==> src/pkg/dmdc_consts.svh <==
// constants of the mode and DLL control block: offsets, field positions, timings
// assumes the controller clock runs at 40 MHz and divides it for the link clock
`ifndef DMDC_CONSTS_SVH
`define DMDC_CONSTS_SVH

// ****************
// clocking
// ****************
`define DMDC_SYS_MHZ 40
`define DMDC_FAST_HALF 3'h1
`define DMDC_SLOW_HALF 3'h4
`define DMDC_TCK_NS (2 * 1000 / `DMDC_SYS_MHZ)

// ****************
// timings, printed unit first, then link clock periods (rounded up)
// ****************
`define DMDC_TRP_NS 15
`define DMDC_TXS_NS 170
`define DMDC_TCKSRE_NS 10
`define DMDC_TCKSRX_NS 10
`define DMDC_TRP_CK ((`DMDC_TRP_NS + `DMDC_TCK_NS - 1) / `DMDC_TCK_NS)
`define DMDC_TXS_CK ((`DMDC_TXS_NS + `DMDC_TCK_NS - 1) / `DMDC_TCK_NS)
`define DMDC_TCKSRE_CK ((`DMDC_TCKSRE_NS + `DMDC_TCK_NS - 1) / `DMDC_TCK_NS)
`define DMDC_TCKSRX_CK ((`DMDC_TCKSRX_NS + `DMDC_TCK_NS - 1) / `DMDC_TCK_NS)
`define DMDC_TMOD_CK 12
`define DMDC_TMRD_CK 4
`define DMDC_TDLLK_CK 512

// ****************
// commands as {ras_n, cas_n, we_n} and bank codes
// ****************
`define DMDC_CMD_MRS 3'h0
`define DMDC_CMD_REF 3'h1
`define DMDC_CMD_PRE 3'h2
`define DMDC_CMD_WR 3'h4
`define DMDC_CMD_RD 3'h5
`define DMDC_CMD_NOP 3'h7
`define DMDC_BA_MR0 3'h0
`define DMDC_BA_MR1 3'h1
`define DMDC_BA_MR2 3'h2
`define DMDC_BA_MR3 3'h3

// ****************
// mode register fields and values
// ****************
`define DMDC_MR1_DLL_BIT 0
`define DMDC_MR1_LVL_BIT 7
`define DMDC_MR3_CAL_BIT 2
`define DMDC_MR0_CL6 13'h0020
`define DMDC_MR0_DLL_RST 13'h0100
`define DMDC_MR1_DLL_OFF 13'h0001
`define DMDC_MR2_CWL6 13'h0008
`define DMDC_MR3_CAL 13'h0004
`define DMDC_MR3_KEEP 13'h0007
`define DMDC_ADDR_ZERO 13'h0000
`define DMDC_PRE_ALL 13'h0400
`define DMDC_CAL_PATTERN 8'h55
`define DMDC_CL_BASE 5'h04

`endif

==> src/pkg/dmdc_pkg.sv <==
// types shared by both ends of the mode and DLL control block
// assumes dmdc_consts.svh is on the include path
package dmdc_pkg;
    typedef enum logic [2:0] {
        OP_RAW, OP_DLL_OFF, OP_DLL_ON, OP_CAL_ON, OP_CAL_OFF
    } dmdc_op_t;

    typedef enum logic [4:0] {
        SQ_INIT, SQ_IDLE, SQ_WAIT,
        SQ_OFF_MR2, SQ_OFF_MR1, SQ_OFF_SRE, SQ_OFF_FREQ, SQ_OFF_SRX, SQ_OFF_MR0, SQ_OFF_CWL,
        SQ_ON_SRE, SQ_ON_FREQ, SQ_ON_SRX, SQ_ON_MR1, SQ_ON_RST, SQ_ON_LAT,
        SQ_CAL_PRE, SQ_CAL_MRS, SQ_CAL_OFF
    } dmdc_seq_t;

    typedef struct packed {
        dmdc_seq_t st;
        dmdc_seq_t ret;
        logic [9:0] cnt;
        logic [2:0] div;
        logic ck;
        logic slow;
        logic cke;
        logic cs_n;
        logic [2:0] cmd;
        logic [2:0] ba;
        logic [12:0] addr;
        logic odt;
        logic rst_n;
        logic dll_off;
        logic cal;
        logic dqs_q;
        logic rd_vld;
        logic [7:0] rd_data;
    } dmdc_ctl_st_t;

    typedef struct packed {
        logic [12:0] mr0;
        logic [12:0] mr1;
        logic [12:0] mr2;
        logic [12:0] mr3;
        logic dll_off;
        logic cal;
        logic sr;
        logic [31:0] pipe;
        logic dqs;
        logic [7:0] dq;
        logic arr_rd;
        logic [12:0] col;
        logic [1:0] rtt_wr;
        logic [2:0] rtt_nom;
        logic wr_apply;
    } dmdc_dev_st_t;
endpackage

==> src/pkg/dmdc_if.sv <==
// link between memory controller and memory device: clock, command, read data
// assumes the controller end drives ck; read data is one-way toward it
`timescale 1ns/1ps
`default_nettype none
interface dmdc_if;
    logic ck;
    logic reset_n;
    logic cke;
    logic cs_n;
    logic ras_n;
    logic cas_n;
    logic we_n;
    logic [2:0] ba;
    logic [12:0] addr;
    logic odt;
    logic [7:0] dq;
    logic dqs;

    modport ctrl (
        output ck, reset_n, cke, cs_n, ras_n, cas_n, we_n, ba, addr, odt,
        input dq, dqs
    );
    modport dev (
        input ck, reset_n, cke, cs_n, ras_n, cas_n, we_n, ba, addr, odt,
        output dq, dqs
    );
endinterface
`default_nettype wire

==> src/rtl/dmdc_sync.sv <==
// three-stage synchroniser; an output bit follows once stages two and three agree
// assumes i_d comes from another clock domain, bits independent of each other
`timescale 1ns/1ps
`default_nettype none
module dmdc_sync #(
    parameter int W = 1
) (
    // clock and reset
    input wire logic i_clk,
    input wire logic i_rst,
    // data
    input wire logic [W-1:0] i_d,
    output logic [W-1:0] o_q
);
    typedef struct packed {
        logic [W-1:0] s1;
        logic [W-1:0] s2;
        logic [W-1:0] s3;
        logic [W-1:0] q;
    } dmdc_sync_st_t;

    dmdc_sync_st_t r_ff;
    dmdc_sync_st_t nxt_r;
    logic [W-1:0] agree;

    genvar gi;
    generate
        for (gi = 0; gi < W; gi++) begin : g_bit
            assign agree[gi] = (r_ff.s2[gi] == r_ff.s3[gi]) ? r_ff.s2[gi] : r_ff.q[gi];
        end
    endgenerate

    always_comb begin
        nxt_r = r_ff;
        nxt_r.s1 = i_d;
        nxt_r.s2 = r_ff.s1;
        nxt_r.s3 = r_ff.s2;
        nxt_r.q = agree;
    end

    always_ff @(posedge i_clk) begin
        if (i_rst) begin
            r_ff <= '0;
        end else begin
            r_ff <= nxt_r;
        end
    end

    assign o_q = r_ff.q;
endmodule
`default_nettype wire

==> src/rtl/dmdc_ctl.sv <==
// memory controller end: link clock divider, command issue, DLL and pattern sequences
// assumes a 40 MHz system clock; the device end samples commands on ck rising
//
// What this block and the device end do
// - dynamic write termination from register two bits
// - zero dynamic termination before DLL off
// - write leveling uses nominal termination only
// - register three written by its bank code
// - reserved register three bits sent as zero
// - pattern select ignored while pattern mode off
// - register three bit two enters pattern mode
// - precharge all and wait before pattern mode
// - reads answered from pattern register in mode
// - only reads or pattern exit during mode
// - reset works during pattern mode
// - no-operation registers no new command
// - deselect executes no new command
// - register one bit zero turns DLL off
// - DLL off uses latency six both ways
// - DLL off strobe one cycle earlier
// - DLL off allows a slow link clock
// - DLL off: set bit, self refresh, reclock
// - hold clock enable high, termination low
// - after exit wait, reprogram latencies, wait
// - DLL on keeps enable high until lock
// - wait DLL lock time after DLL reset
`timescale 1ns/1ps
`default_nettype none
`include "dmdc_consts.svh"
module dmdc_ctl (
    // clock and reset
    input wire logic i_sys_clk,
    input wire logic i_rst,
    // request
    input wire logic i_req_valid,
    input var dmdc_pkg::dmdc_op_t i_req_op,
    input wire logic [2:0] i_req_cmd,
    input wire logic [2:0] i_req_ba,
    input wire logic [12:0] i_req_addr,
    input wire logic i_req_odt,
    output logic o_req_ready,
    // status
    output logic o_busy,
    output logic o_dll_off,
    output logic o_cal_on,
    // read data
    output logic o_rd_valid,
    output logic [7:0] o_rd_data,
    // link
    dmdc_if.ctrl link
);
    dmdc_pkg::dmdc_ctl_st_t r_ff;
    dmdc_pkg::dmdc_ctl_st_t nxt_r;
    logic [2:0] half;
    logic fall;
    logic allow;
    logic [8:0] lnk_q;

    // ****************
    // read return path
    // ****************
    // ck is ours but the strobe comes back through the device, so treat it as a pin
    dmdc_sync #(
        .W(9)
    ) u_rd_sync (
        .i_clk(i_sys_clk),
        .i_rst(i_rst),
        .i_d({link.dqs, link.dq}),
        .o_q(lnk_q)
    );

    // ****************
    // sequencer
    // ****************
    function automatic dmdc_pkg::dmdc_ctl_st_t issue(
        input dmdc_pkg::dmdc_ctl_st_t s,
        input logic [2:0] c,
        input logic [2:0] b,
        input logic [12:0] a,
        input logic [9:0] w,
        input dmdc_pkg::dmdc_seq_t nx
    );
        dmdc_pkg::dmdc_ctl_st_t t;
        t = s;
        t.cs_n = 1'b0;
        t.cmd = c;
        t.ba = b;
        t.addr = a;
        t.odt = 1'b0;
        t.cnt = w;
        t.ret = nx;
        t.st = dmdc_pkg::SQ_WAIT;
        return t;
    endfunction

    always_comb begin
        nxt_r = r_ff;
        nxt_r.rd_vld = 1'b0;
        nxt_r.rst_n = (r_ff.st != dmdc_pkg::SQ_INIT);
        nxt_r.dqs_q = lnk_q[8];
        // a slow half period lets the DLL-off clock run far below the normal rate
        half = r_ff.slow ? `DMDC_SLOW_HALF : `DMDC_FAST_HALF;
        fall = r_ff.ck && (r_ff.div >= half - 3'h1);
        // in pattern mode only reads and the exit pass
        allow = !r_ff.cal || (i_req_op == dmdc_pkg::OP_CAL_OFF) ||
            ((i_req_op == dmdc_pkg::OP_RAW) && (i_req_cmd == `DMDC_CMD_RD));
        if (r_ff.div >= half - 3'h1) begin
            nxt_r.div = 3'h0;
            nxt_r.ck = !r_ff.ck;
        end else begin
            nxt_r.div = r_ff.div + 3'h1;
        end
        // commands change on the falling edge so they are settled at the rising edge
        if (fall) begin
            nxt_r.cs_n = 1'b1;
            nxt_r.cmd = `DMDC_CMD_NOP;
            case (r_ff.st)
                dmdc_pkg::SQ_INIT: begin
                    nxt_r.cke = 1'b1;
                    nxt_r.st = dmdc_pkg::SQ_IDLE;
                end
                dmdc_pkg::SQ_IDLE: begin
                    nxt_r.odt = 1'b0;
                    if (i_req_valid && allow) begin
                        case (i_req_op)
                            dmdc_pkg::OP_RAW: begin
                                nxt_r.cs_n = 1'b0;
                                nxt_r.cmd = i_req_cmd;
                                nxt_r.ba = i_req_ba;
                                nxt_r.addr = i_req_addr;
                                nxt_r.odt = i_req_odt;
                                if ((i_req_cmd == `DMDC_CMD_MRS) && (i_req_ba[1:0] == 2'h3)) begin
                                    nxt_r.ba = `DMDC_BA_MR3;
                                    nxt_r.addr = i_req_addr & `DMDC_MR3_KEEP;
                                    nxt_r.cal = i_req_addr[`DMDC_MR3_CAL_BIT];
                                end
                                if ((i_req_cmd == `DMDC_CMD_MRS) && (i_req_ba == `DMDC_BA_MR1)) begin
                                    nxt_r.dll_off = i_req_addr[`DMDC_MR1_DLL_BIT];
                                end
                            end
                            dmdc_pkg::OP_DLL_OFF: nxt_r.st = dmdc_pkg::SQ_OFF_MR2;
                            dmdc_pkg::OP_DLL_ON: nxt_r.st = dmdc_pkg::SQ_ON_SRE;
                            dmdc_pkg::OP_CAL_ON: nxt_r.st = dmdc_pkg::SQ_CAL_PRE;
                            dmdc_pkg::OP_CAL_OFF: nxt_r.st = dmdc_pkg::SQ_CAL_OFF;
                            default: nxt_r.st = dmdc_pkg::SQ_IDLE;
                        endcase
                    end
                end
                dmdc_pkg::SQ_WAIT: begin
                    if (r_ff.cnt <= 10'h001) begin
                        nxt_r.st = r_ff.ret;
                    end else begin
                        nxt_r.cnt = r_ff.cnt - 10'h001;
                    end
                end
                // ---- DLL on to off ----
                dmdc_pkg::SQ_OFF_MR2: begin
                    nxt_r = issue(nxt_r, `DMDC_CMD_MRS, `DMDC_BA_MR2, `DMDC_ADDR_ZERO,
                        10'(`DMDC_TMRD_CK), dmdc_pkg::SQ_OFF_MR1);
                end
                dmdc_pkg::SQ_OFF_MR1: begin
                    nxt_r = issue(nxt_r, `DMDC_CMD_MRS, `DMDC_BA_MR1, `DMDC_MR1_DLL_OFF,
                        10'(`DMDC_TMOD_CK), dmdc_pkg::SQ_OFF_SRE);
                    nxt_r.dll_off = 1'b1;
                end
                dmdc_pkg::SQ_OFF_SRE: begin
                    nxt_r = issue(nxt_r, `DMDC_CMD_REF, `DMDC_BA_MR0, `DMDC_ADDR_ZERO,
                        10'(`DMDC_TCKSRE_CK), dmdc_pkg::SQ_OFF_FREQ);
                    nxt_r.cke = 1'b0;
                end
                dmdc_pkg::SQ_OFF_FREQ: begin
                    nxt_r.slow = 1'b1;
                    nxt_r.cnt = 10'(`DMDC_TCKSRX_CK);
                    nxt_r.ret = dmdc_pkg::SQ_OFF_SRX;
                    nxt_r.st = dmdc_pkg::SQ_WAIT;
                end
                dmdc_pkg::SQ_OFF_SRX: begin
                    // enable stays high and termination low from here to the end
                    nxt_r = issue(nxt_r, `DMDC_CMD_NOP, `DMDC_BA_MR0, `DMDC_ADDR_ZERO,
                        10'(`DMDC_TXS_CK), dmdc_pkg::SQ_OFF_MR0);
                    nxt_r.cke = 1'b1;
                end
                dmdc_pkg::SQ_OFF_MR0: begin
                    nxt_r = issue(nxt_r, `DMDC_CMD_MRS, `DMDC_BA_MR0, `DMDC_MR0_CL6,
                        10'(`DMDC_TMRD_CK), dmdc_pkg::SQ_OFF_CWL);
                end
                dmdc_pkg::SQ_OFF_CWL: begin
                    nxt_r = issue(nxt_r, `DMDC_CMD_MRS, `DMDC_BA_MR2, `DMDC_MR2_CWL6,
                        10'(`DMDC_TMOD_CK), dmdc_pkg::SQ_IDLE);
                end
                // ---- DLL off to on ----
                dmdc_pkg::SQ_ON_SRE: begin
                    nxt_r = issue(nxt_r, `DMDC_CMD_REF, `DMDC_BA_MR0, `DMDC_ADDR_ZERO,
                        10'(`DMDC_TCKSRE_CK), dmdc_pkg::SQ_ON_FREQ);
                    nxt_r.cke = 1'b0;
                end
                dmdc_pkg::SQ_ON_FREQ: begin
                    nxt_r.slow = 1'b0;
                    nxt_r.cnt = 10'(`DMDC_TCKSRX_CK);
                    nxt_r.ret = dmdc_pkg::SQ_ON_SRX;
                    nxt_r.st = dmdc_pkg::SQ_WAIT;
                end
                dmdc_pkg::SQ_ON_SRX: begin
                    nxt_r = issue(nxt_r, `DMDC_CMD_NOP, `DMDC_BA_MR0, `DMDC_ADDR_ZERO,
                        10'(`DMDC_TXS_CK), dmdc_pkg::SQ_ON_MR1);
                    nxt_r.cke = 1'b1;
                end
                dmdc_pkg::SQ_ON_MR1: begin
                    nxt_r = issue(nxt_r, `DMDC_CMD_MRS, `DMDC_BA_MR1, `DMDC_ADDR_ZERO,
                        10'(`DMDC_TMRD_CK), dmdc_pkg::SQ_ON_RST);
                    nxt_r.dll_off = 1'b0;
                end
                dmdc_pkg::SQ_ON_RST: begin
                    nxt_r = issue(nxt_r, `DMDC_CMD_MRS, `DMDC_BA_MR0,
                        `DMDC_MR0_CL6 | `DMDC_MR0_DLL_RST,
                        10'(`DMDC_TMRD_CK), dmdc_pkg::SQ_ON_LAT);
                end
                dmdc_pkg::SQ_ON_LAT: begin
                    // lock wait also covers the mode register delay; no lock-needing work before
                    nxt_r = issue(nxt_r, `DMDC_CMD_MRS, `DMDC_BA_MR2, `DMDC_MR2_CWL6,
                        10'(`DMDC_TDLLK_CK), dmdc_pkg::SQ_IDLE);
                end
                // ---- pattern readout ----
                dmdc_pkg::SQ_CAL_PRE: begin
                    nxt_r = issue(nxt_r, `DMDC_CMD_PRE, `DMDC_BA_MR0, `DMDC_PRE_ALL,
                        10'(`DMDC_TRP_CK), dmdc_pkg::SQ_CAL_MRS);
                end
                dmdc_pkg::SQ_CAL_MRS: begin
                    nxt_r = issue(nxt_r, `DMDC_CMD_MRS, `DMDC_BA_MR3, `DMDC_MR3_CAL,
                        10'(`DMDC_TMOD_CK), dmdc_pkg::SQ_IDLE);
                    nxt_r.cal = 1'b1;
                end
                dmdc_pkg::SQ_CAL_OFF: begin
                    nxt_r = issue(nxt_r, `DMDC_CMD_MRS, `DMDC_BA_MR3, `DMDC_ADDR_ZERO,
                        10'(`DMDC_TMOD_CK), dmdc_pkg::SQ_IDLE);
                    nxt_r.cal = 1'b0;
                end
                default: nxt_r.st = dmdc_pkg::SQ_IDLE;
            endcase
        end
        // the device holds dq after a strobe, so it is settled once the strobe is
        if (lnk_q[8] && !r_ff.dqs_q) begin
            nxt_r.rd_vld = 1'b1;
            nxt_r.rd_data = lnk_q[7:0];
        end
    end

    always_ff @(posedge i_sys_clk) begin
        if (i_rst) begin
            r_ff <= '{st: dmdc_pkg::SQ_INIT, ret: dmdc_pkg::SQ_IDLE, cs_n: 1'b1,
                cmd: `DMDC_CMD_NOP, default: '0};
        end else begin
            r_ff <= nxt_r;
        end
    end

    // ****************
    // outputs
    // ****************
    assign o_req_ready = (r_ff.st == dmdc_pkg::SQ_IDLE) && fall && allow;
    assign o_busy = (r_ff.st != dmdc_pkg::SQ_IDLE);
    assign o_dll_off = r_ff.dll_off;
    assign o_cal_on = r_ff.cal;
    assign o_rd_valid = r_ff.rd_vld;
    assign o_rd_data = r_ff.rd_data;
    assign link.ck = r_ff.ck;
    assign link.reset_n = r_ff.rst_n;
    assign link.cke = r_ff.cke;
    assign link.cs_n = r_ff.cs_n;
    assign link.ras_n = r_ff.cmd[2];
    assign link.cas_n = r_ff.cmd[1];
    assign link.we_n = r_ff.cmd[0];
    assign link.ba = r_ff.ba;
    assign link.addr = r_ff.addr;
    assign link.odt = r_ff.odt;
endmodule
`default_nettype wire

==> src/flat_wrapper.sv <==
// flat-port wrapper written by rule: the top's interface ports become plain ports
module dmdc_ctl_flat 
  (i_sys_clk, i_rst, i_req_valid, i_req_op, i_req_cmd, i_req_ba, i_req_addr, i_req_odt, o_req_ready, o_busy, o_dll_off, o_cal_on, o_rd_valid, o_rd_data, link_ck, link_reset_n, link_cke, link_cs_n, link_ras_n, link_cas_n, link_we_n, link_ba, link_addr, link_odt, link_dq, link_dqs);
  dmdc_if link_i ();
  input wire logic i_sys_clk;
  input wire logic i_rst;
  input wire logic i_req_valid;
  input var dmdc_pkg::dmdc_op_t i_req_op;
  input wire logic [2:0] i_req_cmd;
  input wire logic [2:0] i_req_ba;
  input wire logic [12:0] i_req_addr;
  input wire logic i_req_odt;
  output logic o_req_ready;
  output logic o_busy;
  output logic o_dll_off;
  output logic o_cal_on;
  output logic o_rd_valid;
  output logic [7:0] o_rd_data;
  output wire logic [$bits(link_i.ck)-1:0] link_ck;
  output wire logic [$bits(link_i.reset_n)-1:0] link_reset_n;
  output wire logic [$bits(link_i.cke)-1:0] link_cke;
  output wire logic [$bits(link_i.cs_n)-1:0] link_cs_n;
  output wire logic [$bits(link_i.ras_n)-1:0] link_ras_n;
  output wire logic [$bits(link_i.cas_n)-1:0] link_cas_n;
  output wire logic [$bits(link_i.we_n)-1:0] link_we_n;
  output wire logic [$bits(link_i.ba)-1:0] link_ba;
  output wire logic [$bits(link_i.addr)-1:0] link_addr;
  output wire logic [$bits(link_i.odt)-1:0] link_odt;
  input wire logic [$bits(link_i.dq)-1:0] link_dq;
  input wire logic [$bits(link_i.dqs)-1:0] link_dqs;
  assign link_ck = link_i.ck;
  assign link_reset_n = link_i.reset_n;
  assign link_cke = link_i.cke;
  assign link_cs_n = link_i.cs_n;
  assign link_ras_n = link_i.ras_n;
  assign link_cas_n = link_i.cas_n;
  assign link_we_n = link_i.we_n;
  assign link_ba = link_i.ba;
  assign link_addr = link_i.addr;
  assign link_odt = link_i.odt;
  assign link_i.dq = link_dq;
  assign link_i.dqs = link_dqs;
  dmdc_ctl u_core (.i_sys_clk(i_sys_clk), .i_rst(i_rst), .i_req_valid(i_req_valid), .i_req_op(i_req_op), .i_req_cmd(i_req_cmd), .i_req_ba(i_req_ba), .i_req_addr(i_req_addr), .i_req_odt(i_req_odt), .o_req_ready(o_req_ready), .o_busy(o_busy), .o_dll_off(o_dll_off), .o_cal_on(o_cal_on), .o_rd_valid(o_rd_valid), .o_rd_data(o_rd_data), .link(link_i));
endmodule
==> config.mk <==
export PLATFORM = sky130hd
export DESIGN_NAME = dmdc_ctl_flat
export DESIGN_NICKNAME = d
export VERILOG_FILES = /design/src/pkg/dmdc_pkg.sv /design/src/pkg/dmdc_if.sv /design/src/rtl/dmdc_sync.sv /design/src/rtl/dmdc_ctl.sv /design/src/flat_wrapper.sv
export VERILOG_INCLUDE_DIRS = /design/src /design/src/pkg
export SDC_FILE = /design/constraint.sdc
export NUM_CORES = 1
export LEC_CHECK = 0
export CAP_MARGIN = 20
export CORE_MARGIN = 2
export CORE_UTILIZATION = 60
export CTS_BUF_LIST = sky130_fd_sc_hd__clkbuf_4 sky130_fd_sc_hd__clkbuf_8
export CTS_CLUSTER_DIAMETER = 100
export DETAILED_ROUTE_END_ITERATION = 10
export DONT_BUFFER_PORTS = 1
export HOLD_SLACK_MARGIN = 0.1
export PLACE_DENSITY = 0.84
export SYNTH_ARGS = -nofsm -noshare
export SYNTH_HDL_FRONTEND = slang
export SYNTH_SLANG_ARGS = --single-unit
==> constraint.sdc <==
create_clock -name i_sys_clk -period 2.79 [get_ports i_sys_clk]
set_input_delay 0.4185 -clock i_sys_clk [delete_from_list [all_inputs] [get_ports i_sys_clk]]
set_output_delay 0.4185 -clock i_sys_clk [all_outputs]
set_load 0.01 [all_outputs]
==> flow_summary_export.csv, run 1 <==
group,metric,value,unit
power,p_int,1.91,mW
power,finalPower,2.70,mW
sta,rsz0062_at_grt,"no",
sta,slew_viol_final,0,
sta,final.period_utilization,88.5,%
sta,max_slew_margin,30.8,%
final_layout,final_util,62.4,%
cts,cts-buffers-inserted,9,
power,clkPwrFrac,33.4,%
cts,cts_buffer_depth,2,
power,cellPowerDensity,568,nW/um^2
power,pwr-share-comb,12.6,%
critical_path,cp.arrival,2.05,ns
logic_synthesis,synth_seq_cells,96,
critical_path,path_cells,"nor3b_2, and2_1, inv_2, a211oi_2",
cts,clkLatencyLatePin,0.37,ns
cts,htree_levels,3,
logic_synthesis,yosys.cell_types.count,71,
sta,fmax,405,MHz
critical_path,slowest_delay,0.49,ns
power,netSwitchingPower,785,uW
logic_synthesis,yosysSeqAreaShare,41.6,%
global_routing,grt_max_degree,99,
detailed_routing,wire_per_inst,18.1,microns
final_layout,nets,544,
logic_synthesis,synth_area,4620,sq um
logic_synthesis,ys_top_cells_by_count,"dfxtp_1 (96), a21oi_1 (54), nor2b_1 (39)",
sta,tns,0,ns
logic_synthesis,syn_nets,577,
logic_synthesis,synth.avg_cell_area,8.61,sq um
detailed_routing,wirelength,11.0,mm
detailed_routing,drc_errors,0,
placement,gp_congestion,0.924,
status,status,"completed",
power,leakage,1.63,nW
logic_synthesis,synth_top_cell_by_area,"dfxtp_1",
final_layout,drive_above_1_share,8.84,%
critical_path,crit_path_end_kind,"primary output",
logic_synthesis,synth_edf_count,0,
power,power.share.sequential,53.9,%
placement,port-buffer-count,0,
logic_synthesis,synth_area_leaders,"dfxtp_1 (42%), a21oi_1 (5.8%), nor2b_1 (5.3%), buf_4 (4.1%), o21ai_0 (3.5%)",
sta,worst_pin_slew,1.04,ns
sta,min_period,2.47,ns
critical_path,worstPathBufferInverterCount,1,
critical_path,cp_top_family,"simple AND/OR/NAND/NOR gates",
global_routing,grt_usage,25.7,%
global_routing,grt_overflow,0,
logic_synthesis,ys_warn_count,0,
critical_path,crit_path_top_delay_cell,"dfxtp_1",
global_routing,grt_pass1_vias,3534,
global_routing,antenna_found_initial,0,
detailed_routing,dr.first_iter.drc_count,434,
logic_synthesis,synth.most_common_cell,"dfxtp_1",
die,die-area,8430,sq um
cts,cts_num_sinks,96,
final_layout,antenna_cells,0,
power,switching_share,29.1,%
power,max-vdd-ir-drop,0.000337,V
global_routing,grt_first_pass_wirelength,17.6,mm
logic_synthesis,yosys.area.top_type_share,41.6,%
die,die_y,91.8,microns
cts,cts_root_buffer,"clkbuf_8",
critical_path,path_class,"register to primary output",
die,start_util,60.8,%
critical_path,start_kind,"register",
cts,clk_pin_slew,0.11,ns
critical_path,worstPathRequired,2.37,ns
logic_synthesis,netlist_instances,537,
die,coreArea,7610,sq um
logic_synthesis,yosys_most_used_dff,"dfxtp_1",
detailed_routing,ant_nets,0,
die,rows,32,
sta,setup_viol,0,
cts,cts_tree,"built",
detailed_routing,via_count,3934,
final_layout,areaGrowthSynthToFinish,2.71,%
die,die_width,91.8,microns
run,drv_cap,0,
die,ioPinCount,72,
hold_path,hold_class,"primary input to register",
detailed_routing,first_pass_iters,5,
sta,finClkSkew,0.0156,ns
detailed_routing,vias_per_cell,6.44,
placement,hpwlAfterDp,7.52,mm
logic_synthesis,async_flop_share,0,%
sta,hold_viol,0,
critical_path,crit_path_max_fanout,15,
## through the flow
stage | worst slack, ns | cell area [sq um] | hold slack [ns] | cells
after floorplan | 0.695 | 4620 | 0.392 | 537
after global placement | 0.583 | 4530 | 0.405 | 594
after detailed placement | 0.469 | 4530 | 0.423 | 594
after CTS | 0.249 | 4720 | 0.105 | 610
after global routing | 0.138 | 4750 | 0.101 | 611
final | 0.321 | 4750 | 0.113 | 611
## final timing paths
check | slack (ns) | to | from | depth (start not counted)
min | 0.11 | u_core.r_ff[9] | i_rst | 1
min reg2reg | 0.44 | u_core.u_rd_sync.nxt_r[9] | u_core.u_rd_sync.nxt_r[18] | 1
max | 0.32 | o_req_ready | u_core.r_ff[56] | 4
max reg2reg | 0.43 | u_core.link.ras_n | u_core.r_ff[57] | 5
## metal layers
| layer | vias up | GRT usage (%) | share of wire (%) |
|---|---|---|---|
| met1 | 1879 | 33.9 | 43 |
| met3 | 21 | 6.98 | 7.5 |
| met5 | - | 0 | 0 |
| met2 | 164 | 41.1 | 48 |
| li1 | 1870 | - | - |
| met4 | 0 | 7.96 | 1.6 |
## power by group through the flow
stage	combinational, mW	clock, mW	sequential (mW)
2_1_floorplan	0.289	0	1.47
3_3_place_gp	0.311	0	1.48
3_5_place_dp	0.318	0	1.48
4_1_cts	0.322	0.906	1.45
5_1_grt	0.371	0.966	1.46
6_report	0.341	0.902	1.45
## cells in the final DEF, fill, tap and decap left out, drive strengths merged, types with 3 or more instances in the layout
cell type | Yosys | final
dfxtp | 96 | 96
a21oi | 54 | 54
nor2b | 39 | 39
nor2 | 35 | 35
o21ai | 34 | 34
nand2 | 33 | 33
nand3 | 15 | 15
buf | 43 | 15
nor3 | 14 | 14
inv | 9 | 13
mux2i | 12 | 12
nand4 | 12 | 12
clkbuf | 16 | 10
a311oi | 9 | 9
nand2b | 9 | 9
a211oi | 9 | 9
and2 | 7 | 7
o31ai | 7 | 7
ha | 5 | 5
a221oi | 5 | 5
a22oi | 4 | 4
nor4 | 4 | 4
a21boi | 3 | 3
a21o | 3 | 3
o211ai | 3 | 3
a31oi | 3 | 3
o221ai | 3 | 3
o21bai | 3 | 3
or3 | 3 | 3
or4 | 3 | 3
o31a | 3 | 3
nor3b | 3 | 3
clkinv | 1 | 3
## layout make-up
type | instances | area, sq um
timing repair buffer | 15 | 125
multi-input combinational | 372 | 2340
clock buffer | 10 | 138
tap | 102 | 128
sequential | 96 | 1920
inverter | 10 | 37.5
clock inverter | 6 | 60.1
fill | 613 | 2860
## logic make-up after synthesis
logic type,count (synthesis),share of synthesized area [%]
AOI/OAI and AO/OA,167,24.0
xor gates and xnor gates,4,0.920
adders and majority gates,6,1.57
buffers and inverters,69,7.95
DFF,96,41.6
muxes,12,2.60
and+or+nand+nor,183,21.4
## sequential cells by signal (all words and copies together) (netlist names)
signal / count
u_core.r_ff: 25
u_core.u_rd_sync.nxt_r: 18
u_core.link.addr: 13
u_core.u_rd_sync.o_q: 9
u_core.u_rd_sync.r_ff: 9
u_core.o_rd_data: 8
u_core.link.ba: 3
u_core.link.cas_n: 1
u_core.link.ck: 1
u_core.link.cke: 1
u_core.link.cs_n: 1
u_core.link.odt: 1
u_core.link.ras_n: 1
u_core.link.reset_n: 1
u_core.link.we_n: 1
u_core.o_cal_on: 1
u_core.o_dll_off: 1
u_core.o_rd_valid: 1
## timing repair
action,in CTS,in global routing
endpoints found under the setup margin,0,1
endpoints found under the hold margin,0,35
hold buffers,0,1
buffers inserted,0,0
resized for setup,0,1
(Power assumes the default switching activity.)
==> inputs of run 2 (changes only) <==
--- a/config.mk
+++ b/config.mk
@@ -6,15 +6,15 @@
 export SDC_FILE = /design/constraint.sdc
 export NUM_CORES = 1
 export LEC_CHECK = 0
+export BUFFER_PORTS_ARGS = -buffer_cell sky130_fd_sc_hd__buf_2
 export CAP_MARGIN = 20
 export CORE_MARGIN = 2
-export CORE_UTILIZATION = 60
+export CORE_UTILIZATION = 59
 export CTS_BUF_LIST = sky130_fd_sc_hd__clkbuf_4 sky130_fd_sc_hd__clkbuf_8
 export CTS_CLUSTER_DIAMETER = 100
 export DETAILED_ROUTE_END_ITERATION = 10
-export DONT_BUFFER_PORTS = 1
 export HOLD_SLACK_MARGIN = 0.1
-export PLACE_DENSITY = 0.84
+export PLACE_DENSITY = 0.9
 export SYNTH_ARGS = -nofsm -noshare
 export SYNTH_HDL_FRONTEND = slang
 export SYNTH_SLANG_ARGS = --single-unit
==> constraint.sdc (replaced) <==
create_clock -name i_sys_clk -period 2.58 [get_ports i_sys_clk]
set_input_delay 0.387 -clock i_sys_clk [delete_from_list [all_inputs] [get_ports i_sys_clk]]
set_output_delay 0.387 -clock i_sys_clk [all_outputs]
set_load 0.01 [all_outputs]
==> run 2 against run 1 <==
Effect of this change: power up 9.6%; cell area up 7.6%; final cell count up 12%; register-to-register slack worse by 0.18 ns; largest cell class unchanged; highest routed layer unchanged.
==> flow_summary_export.csv, run 2 (synthesis results as in run 1) <==
group,metric,value,unit
status,status,"completed",
detailed_routing,drc_errors,0,
sta,slew_viol_final,0,
power,cellPowerDensity,578,nW/um^2
global_routing,grt_usage,28.0,%
final_layout,mostFrequentLayoutCell,"dfxtp_1",
global_routing,grt_first_pass_wirelength,19.1,mm
hold_path,hold_class,"primary input to register",
run,drv_cap,0,
placement,gp_congestion,0.950,
cts,cts_num_sinks,96,
critical_path,r2r-end,"u_core.o_dll_off",
sta,min_period,2.44,ns
hold_path,holdPathStages,2,
detailed_routing,via_count,4253,
detailed_routing,ant_nets,0,
final_layout,drive_above_1_share,20.5,%
final_layout,instances_no_fill,686,
placement,dp_cells,670,
detailed_routing,wirelength,11.7,mm
die,ioPinCount,72,
detailed_routing,vias_per_cell,6.20,
cts,clkLatencyLatePin,0.38,ns
sta,hold_viol,0,
detailed_routing,wire_per_inst,17.0,microns
cts,cts-buffers-inserted,9,
critical_path,worstRegToRegCells,5,
critical_path,crit_path_end_kind,"primary output",
cts,cts_buffer_depth,2,
sta,max_slew_margin,53.8,%
critical_path,r2r_start,"u_core.r_ff[57]",
hold_path,hold_end,"u_core.u_rd_sync.nxt_r[26]",
die,die_width,92.5,microns
cts,cts_tree,"built",
final_layout,nets,619,
die,rows,32,
critical_path,crit_path_max_fanout,19,
hold_path,hp-start,"link_dqs",
global_routing,grt_pass1_vias,3971,
detailed_routing,first_pass_iters,5,
sta,finClkSkew,0.0100,ns
power,leakage,1.96,nW
placement,hpwlAfterDp,8.32,mm
cts,htree_levels,3,
final_layout,regMostFlops,"u_core.r_ff",
placement,place_area,4920,sq um
final_layout,final_cell_mix,"dfxtp_1 (96), buf_2 (71), a21oi_1 (54)",
final_layout,stdcell_area,5110,sq um
critical_path,path_class,"register to primary output",
die,die_y,92.5,microns
sta,fmax,410,MHz
cts,cts_root_buffer,"clkbuf_8",
sta,worst_pin_slew,0.687,ns
power,finalPower,2.95,mW
die,die-area,8560,sq um
critical_path,r2r_setup_slack,0.25,ns
sta,tns,0,ns
sta,final.period_utilization,94.4,%
detailed_routing,dr.first_iter.drc_count,372,
sta,setup_viol,0,
die,start_util,60.5,%
placement,port-buffer-count,71,
final_layout,antenna_cells,0,
critical_path,start_kind,"register",
global_routing,grt_overflow,0,
die,coreArea,7650,sq um
final_layout,fill_cells,619,
power,max-vdd-ir-drop,0.000345,V
critical_path,worstPathRequired,2.19,ns
critical_path,cp.arrival,2.05,ns
cts,clk_pin_slew,0.10,ns
global_routing,grt_max_degree,38,
global_routing,antenna_found_initial,0,
sta,rsz0062_at_grt,"no",
final_layout,largest_reg_flops,25,
final_layout,areaGrowthSynthToFinish,10.5,%
## run 2: cell count changes in the layout (fill, tap and decap cells not counted), sizes merged
cell | previous run | this run
buf | 15 | 90
clkbuf | 10 | 9
clkinvlp | 0 | 2
inv | 13 | 12
## run 2: how the worst max path moves through the flow
stage / start / end / slack [ns] / depth (start not counted)
final: u_core.r_ff[57] / o_req_ready / 0.14 / 5
after global routing: u_core.r_ff[57] / o_req_ready / 0.02 / 5
after CTS: u_core.r_ff[57] / o_req_ready / 0.17 / 5
after detailed placement: u_core.r_ff[35] / u_core.link.addr[8] / 0.25 / 7
after global placement: u_core.r_ff[40] / u_core.r_ff[46] / 0.38 / 7
after floorplan: u_core.r_ff[40] / u_core.r_ff[46] / 0.48 / 8
## run 2: final cells by class
class	instances	area (sq um)	share of cell area, %
Clock buffer	9	124	2.42
Clock inverter	7	65.1	1.27
Inverter	10	37.5	0.735
Multi-Input combinational cell	372	2340	45.7
Sequential cell	96	1920	37.6
Tap cell	102	128	2.50
Timing Repair Buffer	90	498	9.75
## run 2: repair_timing
item | 4_1_cts | 5_1_grt
setup endpoints to repair | 0 | 4
setup buffers | 0 | 0
hold buffers | 0 | 0
gates resized for setup | 0 | 1
## run 2: layer usage
| layer | GRT usage [%] | wire length, microns | vias up |
|---|---|---|---|
| met5 | 0 | 0 | - |
| met4 | 12.9 | 267 | 0 |
| met3 | 5.61 | 979 | 34 |
| met2 | 44.9 | 5500 | 206 |
| met1 | 36.3 | 4920 | 1987 |
| li1 | - | - | 2026 |
## run 2: where the power goes
group,switching (mW),total (mW),internal [mW]
registers,0.0343,1.56,1.53
clock network,0.573,0.943,0.370
logic,0.280,0.451,0.171
## run 2: metrics by stage
stage | worst slack, ns | utilization (%) | hold WS (ns)
final | 0.143 | 66.8 | 0.210
after detailed placement | 0.254 | 64.3 | 0.409
after global placement | 0.381 | 64.3 | 0.400
after CTS | 0.172 | 66.8 | 0.206
after floorplan | 0.485 | - | 0.392
after global routing | 0.0157 | 66.8 | 0.213
## run 2: worst max-delay path: stages, from the launching register on
cell      delay (ns)
dfxtp_1         0.52
nor2_4          0.32
and2_1          0.38
inv_2           0.13
a211oi_1        0.16
buf_2           0.17
==> inputs of run 3 (changes only) <==
--- a/config.mk
+++ b/config.mk
@@ -6,6 +6,7 @@
 export SDC_FILE = /design/constraint.sdc
 export NUM_CORES = 1
 export LEC_CHECK = 0
+export ABC_AREA = 1
 export BUFFER_PORTS_ARGS = -buffer_cell sky130_fd_sc_hd__buf_2
 export CAP_MARGIN = 20
 export CORE_MARGIN = 2
==> run 3 against run 2 <==
Effect of this change: sequential cell count unchanged; critical path depth unchanged; cell area increased by 4.0%; synthesized area increased by 4.5%; utilization decreased by 1.2 points; first-iteration DRC count decreased by 6.2%; final cell count increased by 27%; critical path type unchanged.
==> flow_summary_export.csv, run 3 <==
group,metric,value,unit
cts,cts_root_buffer,"clkbuf_8",
placement,dp_cells,857,
final_layout,nets,803,
final_layout,largest_reg_flops,25,
sta,max_slew_margin,59.2,%
die,die_width,94.5,microns
logic_synthesis,synth_edf_count,0,
cts,clkLatencyLatePin,0.37,ns
critical_path,crit_path_max_fanout,12,
sta,rsz0062_at_grt,"no",
cts,htree_levels,3,
global_routing,grt_overflow,0,
logic_synthesis,synth_area,4830,sq um
placement,hpwlAfterDp,8.70,mm
logic_synthesis,synth_top_cell_by_area,"dfxtp_1",
final_layout,mostFrequentLayoutCell,"nor2_1",
cts,clk_pin_slew,0.12,ns
final_layout,final_cell_mix,"nor2_1 (168), nand2_1 (142), dfxtp_1 (96)",
logic_synthesis,ys_top_cells_by_count,"nor2_1 (168), nand2_1 (142), dfxtp_1 (96)",
cts,cts-buffers-inserted,9,
die,die-area,8930,sq um
global_routing,grt_pass1_vias,4186,
final_layout,final_util,65.6,%
logic_synthesis,synth.most_common_cell,"nor2_1",
power,cellPowerDensity,553,nW/um^2
final_layout,antenna_cells,0,
logic_synthesis,async_flop_share,0,%
placement,port-buffer-count,71,
logic_synthesis,ys_warn_count,0,
placement,place_area,5100,sq um
global_routing,grt_usage,26.1,%
sta,tns,0,ns
die,ioPinCount,72,
sta,fmax,411,MHz
global_routing,antenna_found_initial,0,
run,drv_cap,0,
power,max-vdd-ir-drop,0.000272,V
logic_synthesis,syn_nets,756,
final_layout,regMostFlops,"u_core.r_ff",
hold_path,hold_class,"primary input to register",
sta,min_period,2.43,ns
logic_synthesis,synth_seq_cells,96,
cts,cts_num_sinks,96,
final_layout,fill_cells,735,
logic_synthesis,yosys_most_used_dff,"dfxtp_1",
critical_path,start_kind,"register",
sta,slew_viol_final,0,
critical_path,worstRegToRegCells,7,
logic_synthesis,yosysSeqAreaShare,39.8,%
power,finalPower,2.94,mW
logic_synthesis,netlist_instances,716,
sta,final.period_utilization,94.2,%
die,die_y,94.5,microns
critical_path,crit_path_end_kind,"primary output",
final_layout,drive_above_1_share,17.3,%
critical_path,cp.arrival,2.04,ns
sta,finClkSkew,0.0182,ns
global_routing,grt_first_pass_wirelength,18.5,mm
cts,ctsHoldBuffers,0,
critical_path,path_class,"register to primary output",
critical_path,worstPathRequired,2.19,ns
die,start_util,59.7,%
hold_path,holdPathStages,3,
global_routing,grt_max_degree,32,
detailed_routing,first_pass_iters,6,
cts,cts_setup_buffers,0,
detailed_routing,drc_errors,0,
sta,setup_viol,0,
detailed_routing,wire_per_inst,13.1,microns
cts,cts_tree,"built",
status,status,"completed",
final_layout,instances_no_fill,873,
sta,hold_viol,0,
logic_synthesis,yosys.area.top_type_share,39.8,%
detailed_routing,ant_nets,0,
sta,worst_pin_slew,0.607,ns
logic_synthesis,yosys.cell_types.count,37,
final_layout,stdcell_area,5310,sq um
detailed_routing,vias_per_cell,5.17,
logic_synthesis,synth.avg_cell_area,6.75,sq um
die,coreArea,8090,sq um
placement,gp_congestion,0.966,
detailed_routing,dr.first_iter.drc_count,349,
cts,cts_resized,0,
final_layout,areaGrowthSynthToFinish,9.89,%
detailed_routing,wirelength,11.5,mm
logic_synthesis,synth_area_leaders,"dfxtp_1 (40%), nor2_1 (13%), nand2_1 (11%), inv_1 (6.4%), nand3_1 (5.0%)",
detailed_routing,via_count,4511,
cts,cts_buffer_depth,2,
die,rows,33,
power,leakage,2.71,nW
==> run 3: cell count changes in the layout (fill, tap and decap cells not counted), moves of 8 or more <==
cell | before | now
a21oi_1 | 54 | 30
nor2_1 | 30 | 168
a211oi_1 | 8 | 0
mux2i_1 | 12 | 0
a311oi_1 | 9 | 0
nand2_1 | 33 | 142
nand3_1 | 15 | 48
inv_1 | 8 | 83
nand2b_1 | 9 | 0
nor2b_1 | 39 | 0
nor3_1 | 14 | 5
buf_4 | 19 | 5
==> run 3: cells by family (layout without fill, tap and decap cells) <==
| group | Yosys count | after routing | synth area share, % |
|---|---|---|---|
| AO/OA/AOI/OAI | 72 | 72 | 8.13 |
| XOR/XNOR | 6 | 6 | 1.09 |
| adder cells (fa/ha/maj) | 5 | 5 | 1.29 |
| buffers and inverters | 132 | 184 | 12.6 |
| flip-flops | 96 | 96 | 39.8 |
| AND/OR/NAND/NOR | 405 | 405 | 37.2 |
==> run 3: path summary, 6_finish.rpt <==
| kind | from | end | slack (ns) |
|---|---|---|---|
| worst max register to register | u_core.r_ff[58] | u_core.link.addr[9] | 0.35 |
| worst min-delay path | link_dq[1] | u_core.u_rd_sync.nxt_r[19] | 0.20 |
| worst min register to register | u_core.u_rd_sync.nxt_r[25] | u_core.u_rd_sync.nxt_r[16] | 0.41 |
| worst max-delay path | u_core.r_ff[55] | o_req_ready | 0.15 |
==> run 3: worst max-delay path, stage by stage, from the launching register on <==
cell     delay [ns]
dfxtp_1        0.48
inv_1          0.11
nor2_2         0.26
nand3_2        0.38
nor3_1         0.30
buf_2          0.17
==> run 3: layout make-up <==
type	instances	area, sq um	area share [%]
inverters	92	345	6.50
flip-flops and latches	96	1920	36.2
multi-input cells	488	2310	43.4
clock buffers	9	124	2.33
well taps	105	131	2.47
clock inverters	7	91.3	1.72
repair buffers	76	393	7.40
==> run 3: stage by stage <==
stage / hold slack, ns / worst slack [ns]
floorplan: 0.388 / 0.681
finish: 0.201 / 0.149
CTS: 0.204 / 0.203
global placement: 0.389 / 0.469
global route: 0.203 / 0.0404
detailed placement: 0.393 / 0.415
==> run 3: layer usage <==
metal | global-route usage [%] | part of all wire, %
met3 | 3.51 | 6.5
met5 | 0 | 0
met4 | 10.5 | 3.0
met1 | 32.2 | 43
met2 | 45.8 | 48
==> run 3: report_power, final <==
part	switching [mW]	internal, mW	total (mW)
Clock	0.625	0.394	1.02
Combinational	0.238	0.127	0.366
Sequential	0.0278	1.53	1.55
